`src/include/flash_aux_pkg.sv`:
```
package flash_aux_pkg;

  // ************************************************************
  // Pin and command constants
  // ************************************************************
  localparam int          ADDR_W          = 19;
  localparam int          DATA_W          = 8;
  localparam logic [18:0] UNLOCK_ADDR1    = 19'h05555;
  localparam logic [18:0] UNLOCK_ADDR2    = 19'h02aaa;
  localparam logic [7:0]  UNLOCK_DATA1    = 8'haa;
  localparam logic [7:0]  UNLOCK_DATA2    = 8'h55;
  localparam logic [7:0]  RESET_CMD       = 8'hf0;
  localparam logic [7:0]  READ_IDENTITY_CMD = 8'h90;
  // The sleep opcode is not fixed here; a plain default is used.
  localparam logic [7:0]  SLEEP_CMD       = 8'hc0;
  localparam logic [18:0] ID_MAKER_OFS    = 19'h00000;
  localparam logic [18:0] ID_PART_OFS     = 19'h00001;
  localparam logic [18:0] ID_LOCK_OFS     = 19'h00002;
  localparam int          BLOCK_SHIFT     = 16;
  localparam logic [7:0]  LOCK_SET        = 8'h01;
  localparam logic [7:0]  LOCK_CLEAR      = 8'h00;

  // ************************************************************
  // Timing
  // ************************************************************
  localparam int CLK_MHZ         = 100;
  localparam int RESET_WAIT_US   = 5;
  localparam int RESET_WAIT_CYC  = RESET_WAIT_US * CLK_MHZ;
  localparam int STROBE_CYC      = 6;  // 60 ns low, covers 50 ns min.
  localparam int READ_CYC        = 21; // 210 ns covers 200 ns access.
  localparam int CNT_W           = 10;

  // ************************************************************
  // Types
  // ************************************************************
  typedef enum logic [2:0] {
    OP_ARRAY_READ = 3'h0,
    OP_RESET      = 3'h1,
    OP_IDENTITY   = 3'h2,
    OP_MAKER      = 3'h3,
    OP_PART       = 3'h4,
    OP_LOCK       = 3'h5,
    OP_SLEEP      = 3'h6
  } op_t;

  typedef struct packed {
    op_t         op;
    logic [18:0] addr;
    logic        with_unlock;
  } req_t;

  typedef struct packed {
    logic [18:0] addr;
    logic [7:0]  data;
    logic        we;
  } bus_cycle_t;

endpackage : flash_aux_pkg

```
`src/rtl/flash_bus_cycle.sv`:
```
`timescale 1ns/1ps
module flash_bus_cycle (
  input  wire logic                     clock,
  input  wire logic                     rstn,
  input  wire logic                     clk_en,
  input  wire flash_aux_pkg::bus_cycle_t cyc,
  input  wire logic                     cyc_valid,
  output logic                          cyc_ready,
  output logic                          cyc_done,
  output logic [7:0]                    rd_data,
  output logic [18:0]                   addr_out,
  output logic [7:0]                    dq_out,
  output logic                          dq_oe,
  input  wire logic [7:0]               dq_in,
  output logic                          chip_en_n,
  output logic                          out_en_n,
  output logic                          write_en_n
);
  import flash_aux_pkg::*;

  typedef enum logic [1:0] {
    C_IDLE = 2'b00,
    C_LOW  = 2'b01,
    C_HIGH = 2'b11
  } cyc_state_t;

  cyc_state_t       st_r;
  cyc_state_t       st_nxt;
  logic [CNT_W-1:0] cnt_r;
  logic             we_r;
  wire              cnt_zero = (cnt_r == '0);

  assign cyc_ready = (st_r == C_IDLE);

  always_comb begin
    st_nxt = st_r;
    case (st_r)
      C_IDLE:  if (cyc_valid) st_nxt = C_LOW;
      C_LOW:   if (cnt_zero) st_nxt = C_HIGH;
      C_HIGH:  st_nxt = C_IDLE;
      default: st_nxt = C_IDLE;
    endcase
  end

  // Address is driven on the same clock edge as the strobe falls and held until it rises,
  // so the device sees it on the fall and data on the rise.
  always_ff @(posedge clock or negedge rstn) begin
    if (!rstn) begin
      st_r       <= C_IDLE;
      cnt_r      <= '0;
      we_r       <= 1'b0;
      addr_out   <= '0;
      dq_out     <= '0;
      dq_oe      <= 1'b0;
      chip_en_n  <= 1'b1;
      out_en_n   <= 1'b1;
      write_en_n <= 1'b1;
      rd_data    <= '0;
      cyc_done   <= 1'b0;
    end else if (clk_en) begin
      st_r     <= st_nxt;
      cyc_done <= 1'b0;
      case (st_r)
        C_IDLE: if (cyc_valid) begin
          we_r       <= cyc.we;
          addr_out   <= cyc.addr;
          dq_out     <= cyc.data;
          dq_oe      <= cyc.we;
          chip_en_n  <= 1'b0;
          write_en_n <= ~cyc.we;
          out_en_n   <= cyc.we;
          cnt_r      <= cyc.we ? CNT_W'(STROBE_CYC - 1)
                               : CNT_W'(READ_CYC - 1);
        end
        C_LOW: if (cnt_zero) begin
          if (!we_r) rd_data <= dq_in;
          write_en_n <= 1'b1;
          out_en_n   <= 1'b1;
        end else begin
          cnt_r <= cnt_r - 1'b1;
        end
        C_HIGH: begin
          chip_en_n <= 1'b1;
          dq_oe     <= 1'b0;
          cyc_done  <= 1'b1;
        end
        default: ;
      endcase
    end
  end

endmodule : flash_bus_cycle

```
`src/rtl/flash_aux_host.sv`:
```
`timescale 1ns/1ps
module flash_aux_host (
  input  wire logic                 clock,
  input  wire logic                 rstn,
  input  wire logic                 clk_en,
  input  wire flash_aux_pkg::req_t  req,
  input  wire logic                 req_valid,
  output logic                      req_ready,
  output logic                      resp_valid,
  output logic [7:0]                resp_data,
  output logic                      sleeping,
  output logic                      id_mode,
  output logic [18:0]               addr_out,
  output logic [7:0]                dq_out,
  output logic                      dq_oe,
  input  wire logic [7:0]           dq_in,
  output logic                      chip_en_n,
  output logic                      out_en_n,
  output logic                      write_en_n
);
  import flash_aux_pkg::*;

  // ************************************************************
  // Sequencer
  // ************************************************************
  typedef enum logic [2:0] {
    S_IDLE  = 3'b000,
    S_UNL1  = 3'b001,
    S_UNL2  = 3'b011,
    S_CMD   = 3'b010,
    S_WAIT  = 3'b110,
    S_READ  = 3'b111,
    S_DONE  = 3'b101
  } state_t;

  state_t            st_r;
  state_t            st_nxt;
  req_t              req_r;
  logic [CNT_W-1:0]  wait_r;
  logic              long_wait_r;
  logic              issued_r;
  bus_cycle_t        cyc;
  logic              cyc_valid;
  logic              cyc_ready;
  logic              cyc_done;
  logic [7:0]        rd_data;

  function automatic logic [18:0] id_addr(input req_t r);
    logic [18:0] a;
    a = r.addr & 19'h70000;
    case (r.op)
      OP_MAKER: a = ID_MAKER_OFS;
      OP_PART:  a = ID_PART_OFS;
      OP_LOCK:  a = a | ID_LOCK_OFS;
      default:  a = r.addr;
    endcase
    return a;
  endfunction : id_addr

  wire is_read   = (req_r.op == OP_MAKER) || (req_r.op == OP_PART) ||
                   (req_r.op == OP_LOCK)  || (req_r.op == OP_ARRAY_READ);
  wire needs_unl = (req_r.op == OP_IDENTITY) ||
                   ((req_r.op == OP_RESET) && req_r.with_unlock);
  // A read while asleep is refused in favour of a reset first.
  wire blocked   = sleeping && (req.op != OP_RESET);
  wire wait_zero = (wait_r == '0);
  wire [7:0] cmd_byte = (req_r.op == OP_IDENTITY) ? READ_IDENTITY_CMD :
                        (req_r.op == OP_SLEEP)    ? SLEEP_CMD : RESET_CMD;

  assign req_ready = (st_r == S_IDLE) && !blocked;

  always_comb begin
    cyc = '0;
    cyc_valid = 1'b0;
    case (st_r)
      S_UNL1: begin
        cyc = '{addr: UNLOCK_ADDR1, data: UNLOCK_DATA1, we: 1'b1};
        cyc_valid = !issued_r;
      end
      S_UNL2: begin
        cyc = '{addr: UNLOCK_ADDR2, data: UNLOCK_DATA2, we: 1'b1};
        cyc_valid = !issued_r;
      end
      S_CMD: begin
        cyc = '{addr: UNLOCK_ADDR1, data: cmd_byte, we: 1'b1};
        cyc_valid = !issued_r;
      end
      S_READ: begin
        cyc = '{addr: id_addr(req_r), data: 8'h00, we: 1'b0};
        cyc_valid = !issued_r;
      end
      default: ;
    endcase
  end

  always_comb begin
    st_nxt = st_r;
    case (st_r)
      S_IDLE: if (req_valid && !blocked)
        st_nxt = (req.op == OP_MAKER || req.op == OP_PART ||
                  req.op == OP_LOCK || req.op == OP_ARRAY_READ) ? S_READ :
                 ((req.op == OP_IDENTITY) ||
                  (req.op == OP_RESET && req.with_unlock)) ? S_UNL1 : S_CMD;
      S_UNL1:  if (cyc_done) st_nxt = S_UNL2;
      S_UNL2:  if (cyc_done) st_nxt = S_CMD;
      S_CMD:   if (cyc_done) st_nxt = S_WAIT;
      S_WAIT:  if (wait_zero) st_nxt = S_DONE;
      S_READ:  if (cyc_done) st_nxt = S_DONE;
      S_DONE:  st_nxt = S_IDLE;
      default: st_nxt = S_IDLE;
    endcase
  end

  // ************************************************************
  // State and mode tracking
  // ************************************************************
  always_ff @(posedge clock or negedge rstn) begin
    if (!rstn) begin
      st_r        <= S_IDLE;
      req_r       <= '0;
      wait_r      <= '0;
      long_wait_r <= 1'b0;
      issued_r    <= 1'b0;
      sleeping    <= 1'b0;
      id_mode     <= 1'b0;
      resp_valid  <= 1'b0;
      resp_data   <= '0;
    end else if (clk_en) begin
      st_r       <= st_nxt;
      resp_valid <= 1'b0;
      if (cyc_valid && cyc_ready) issued_r <= 1'b1;
      if (cyc_done) issued_r <= 1'b0;
      if (st_r == S_IDLE && req_valid && !blocked) begin
        req_r <= req;
        // Unknown state of erase is assumed, so every reset waits.
        long_wait_r <= (req.op == OP_RESET);
      end
      if (st_r == S_CMD && cyc_done) begin
        wait_r <= long_wait_r ? CNT_W'(RESET_WAIT_CYC - 1) : '0;
        case (req_r.op)
          OP_RESET: begin
            sleeping <= 1'b0;
            id_mode  <= 1'b0;
          end
          OP_IDENTITY: id_mode  <= 1'b1;
          OP_SLEEP:    sleeping <= 1'b1;
          default: ;
        endcase
      end
      if (st_r == S_WAIT && !wait_zero) wait_r <= wait_r - 1'b1;
      if (st_r == S_READ && cyc_done) begin
        resp_valid <= 1'b1;
        // Protection byte is compared exactly; only 01h means locked, any other value reads as 00h.
        resp_data  <= (req_r.op == OP_LOCK) ?
                      ((rd_data == LOCK_SET) ? LOCK_SET : LOCK_CLEAR) :
                      rd_data;
      end
      if (st_r == S_WAIT && wait_zero) resp_valid <= 1'b1;
    end
  end

  flash_bus_cycle u_cyc (
    .clock      (clock),
    .rstn       (rstn),
    .clk_en     (clk_en),
    .cyc        (cyc),
    .cyc_valid  (cyc_valid),
    .cyc_ready  (cyc_ready),
    .cyc_done   (cyc_done),
    .rd_data    (rd_data),
    .addr_out   (addr_out),
    .dq_out     (dq_out),
    .dq_oe      (dq_oe),
    .dq_in      (dq_in),
    .chip_en_n  (chip_en_n),
    .out_en_n   (out_en_n),
    .write_en_n (write_en_n)
  );

endmodule : flash_aux_host

```
`config.mk`:
```
export PLATFORM = sky130hd
export DESIGN_NAME = flash_aux_host
export DESIGN_NICKNAME = d
export VERILOG_FILES = /design/src/include/flash_aux_pkg.sv /design/src/rtl/flash_bus_cycle.sv /design/src/rtl/flash_aux_host.sv
export SDC_FILE = /design/constraint.sdc
export NUM_CORES = 1
export LEC_CHECK = 0
export BUFFER_PORTS_ARGS = -buffer_cell sky130_fd_sc_hd__buf_2
export CAP_MARGIN = 10
export CORE_ASPECT_RATIO = 1.1
export CORE_UTILIZATION = 35
export DETAILED_ROUTE_END_ITERATION = 12
export GPL_TIMING_DRIVEN = 0
export PLACE_DENSITY = 0.51
export SLEW_MARGIN = 20
export SYNTH_ARGS = -nofsm -noshare
export SYNTH_HDL_FRONTEND = slang
export SYNTH_SLANG_ARGS = --single-unit
```
`constraint.sdc`:
```
create_clock -name clock -period 5.33 [get_ports clock]
set_clock_uncertainty 0.15 [all_clocks]
set_input_delay 0 -clock clock [delete_from_list [all_inputs] [get_ports clock]]
set_output_delay 0 -clock clock [all_outputs]
set_load 0.05 [all_outputs]
```
==> run_results.csv <==
group,metric,value,unit
critical_path,timing.rr.end,"wait_r[7]",
cts,clockBufferDepth,2,
drt,drtIter0Drc,136,
placement,routabilityCongestion,0.809,
sta,grt_setup_unrepaired,"no",
placement,place_ws,2940,ps
run,maxCapViolations,0,
floorplanning,die_w,112,um
critical_path,start_kind,"register",
sta,setup_ws,2900,ps
cells_and_area,drive_gt1_share,23.6,%
global_route,overflow,0,
floorplanning,initial_core_util,35.7,%
yosys,synth_cell_type_count,66,
critical_path,r2r_start,"wait_r[0]",
yosys,synth_edf_count,0,
global_route,grt_pass1_wl,19500,um
sta,min_period_over_period,45.5,%
yosys,synthesis.area,0.00470,sq mm
critical_path,endpoint_kind,"register",
cts,cts_root_buf,"clkbuf_16",
cts,clock-sinks,99,
drt,via_per_inst,5.24,
power,power.leakage,0.00283,uW
drt,drt-pass1-iter-count,4,
yosys,synthMuxAreaShare,7.35,%
sta,slew-limit-headroom,53.8,%
sta,hold_viol,0,
placement,dp_hpwl,8380,um
yosys,ys_seq_area_share,52.8,%
critical_path,critPathRequiredTime,5420,ps
power,peakVddDrop,0.238,mV
global_route,grt_max_degree,53,
yosys,syn_avg_cell_area,10.5,sq um
critical_path,path_max_fanout,10,
yosys,ys.flop_type,"dfrtp_1",
yosys,synth_xor_area_share,0.746,%
yosys,ys_ff_latch,99,
floorplanning,std_cell_rows,44,
cells_and_area,areaGrowthSynthToFinish,26.7,%
cts,cts_buffers,9,
global_route,grtUsageTotal,18.2,%
critical_path,worstPathArrival,2510,ps
yosys,synth_compound_area_share,18.1,%
critical_path,rr_worst_depth,7,
yosys,ys_warn_count,0,
cts,clk_latency,350,ps
sta,finalSetupTns,0,ps
sta,drv_slew,0,
yosys,yosysTopAreaCell,"dfrtp_1",
power,power_density,503,mW/mm^2
yosys,synth_top_family_by_area,"compound AO/OA/AOI/OAI gates",
sta,final-setup-viol-count,0,
sta,max_freq,0.412,GHz
yosys,yosys.area_share.simple,16.3,%
drt,vias,3849,
floorplanning,dieArea,0.0139,sq mm
sta,max_slew.worst_pin.slew,688,ps
global_route,grt_pass1_vias,3774,
yosys,syn_inst,447,
drt,drt-wirelength-per-cell,16.2,um
drt,drtAntennaViolNets,0,
cells_and_area,n_antenna_cell,0,
floorplanning,die_h,123,um
cells_and_area,num-nets-final,605,
critical_path,reg2reg_slack,2900,ps
cts,htreeDepth,3,
outcome,status,"finished clean",
cells_and_area,fill_cells,1236,
cts,cts_setup_buffers,0,
floorplanning,io_pins,78,
min_path,min_path_type,"input port to async pin",
yosys,syn-num-nets,484,
floorplanning,core-area,0.0132,sq mm
critical_path,crit_type,"register to register",
yosys,async_flop_share,100,%
drt,drc,0,
drt,wl,11900,um
yosys,synthAdderAreaFrac,0.533,%
cts,clk_pin_slew,70,ps
yosys,netlist_top_cells_area,"dfrtp_1, mux2_1, nand2_1, o21ai_0, a21oi_1",
cts,cts_tree,"yes",
sta,min_period,2430,ps
global_route,antenna_found_initial,0,
placement,portBuffers,77,
yosys,yosysTopAreaCellShare,51.2,%
[timing repair]
action                    in CTS  in global routing
resized for setup              0                  0
hold endpoints to repair     133                  0
hold buffers                  32                  0
[cells in the final DEF (no fill, tap or decap), types with 4 or more instances in the layout]
cell type	n
a21oi_1	30
a221o_1	7
a22o_1	4
a31oi_1	8
and3_1	4
buf_2	94
clkbuf_1	6
clkbuf_16	9
dfrtp_1	96
dlygate4sd3_1	32
inv_1	18
mux2_1	26
nand2_1	46
nand2b_1	5
nand3_1	9
nor2_1	27
nor2b_1	5
nor3_1	4
o21ai_0	34
o21ai_1	8
o31ai_1	5
or3_1	6
or4_1	5
[worst max-delay path: stages, from the launching register on]
cell     delay, ps
dfrtp_1        420
inv_1           80
ha_1           200
nor4b_4        480
a31oi_1        340
nor2_1         340
a41oi_1         90
o22a_1         220
[metal layers]
layer	global-route usage, %	vias to the layer above	wire (um)
li1	-	1846	-
met1	24.2	1911	5610
met2	28.8	82	5580
met3	4.46	10	518
met4	6.75	0	152
met5	0	-	0
[worst max path at each step]
stage,slack [ps],depth (start not counted),end,from
final,2900,7,wait_r[7],wait_r[0]
after global routing,2670,7,wait_r[7],wait_r[1]
after CTS,2920,7,wait_r[7],wait_r[0]
after detailed placement,2940,7,wait_r[7],wait_r[0]
after global placement,3010,7,wait_r[7],wait_r[0]
after floorplan,3290,7,u_cyc.rd_data[0],u_cyc.cnt_r[0]
[stage by stage]
step	hold WS (ps)	instance area, sq um	total power (uW)	util, %	instances
final	11.1	5950	2990	45.2	734
after global routing	41.2	5950	3180	45.2	734
after CTS	23.4	5950	3010	45.2	734
after detailed placement	-175	5320	2300	40.4	686
after global placement	61.9	5280	2270	40.1	685
after floorplan	-446	4700	1980	-	447
[synthesized netlist by cell type, types with 6 or more instances]
cell type	n
o21ai_0	34
a31oi_1	8
buf_2	18
mux2_1	26
or3_1	6
dfrtp_1	96
inv_1	18
nor2_1	27
nand3_1	9
a221o_1	7
a21oi_1	30
nand2_1	46
o21ai_1	8
[area by class of cell]
type / instances / area, sq um / share of cell area [%]
multi-input combinational: 304 / 2020 / 33.9
clock inverter: 4 / 56.3 / 0.946
sequential: 99 / 2480 / 41.7
clock buffer: 12 / 256 / 4.31
buffer: 26 / 128 / 2.15
tap: 161 / 201 / 3.39
inverter: 18 / 67.6 / 1.14
timing repair buffer: 110 / 739 / 12.4
[flip-flops by register name, summed over array words and instances (netlist names), 2 cells and up]
register        count
req_r              22
resp_data           8
st_r                3
u_cyc.addr_out     19
u_cyc.cnt_r        10
u_cyc.dq_out        6
u_cyc.rd_data       8
u_cyc.st_r          2
wait_r             10
[report_power, final]
part	switching [uW]	total (uW)	internal, uW
clock	289	682	393
sequential	169	1130	963
combinational	786	1180	393
total	1240	2990	1750
[logic make-up after synthesis]
kind of cell	Yosys count
flops	99
fa+ha+maj	2
buf+inv	44
mux	31
compound gates	129
xor+xnor	4
simple gates	138
Note: power is estimated with default switching activity, not from simulation.
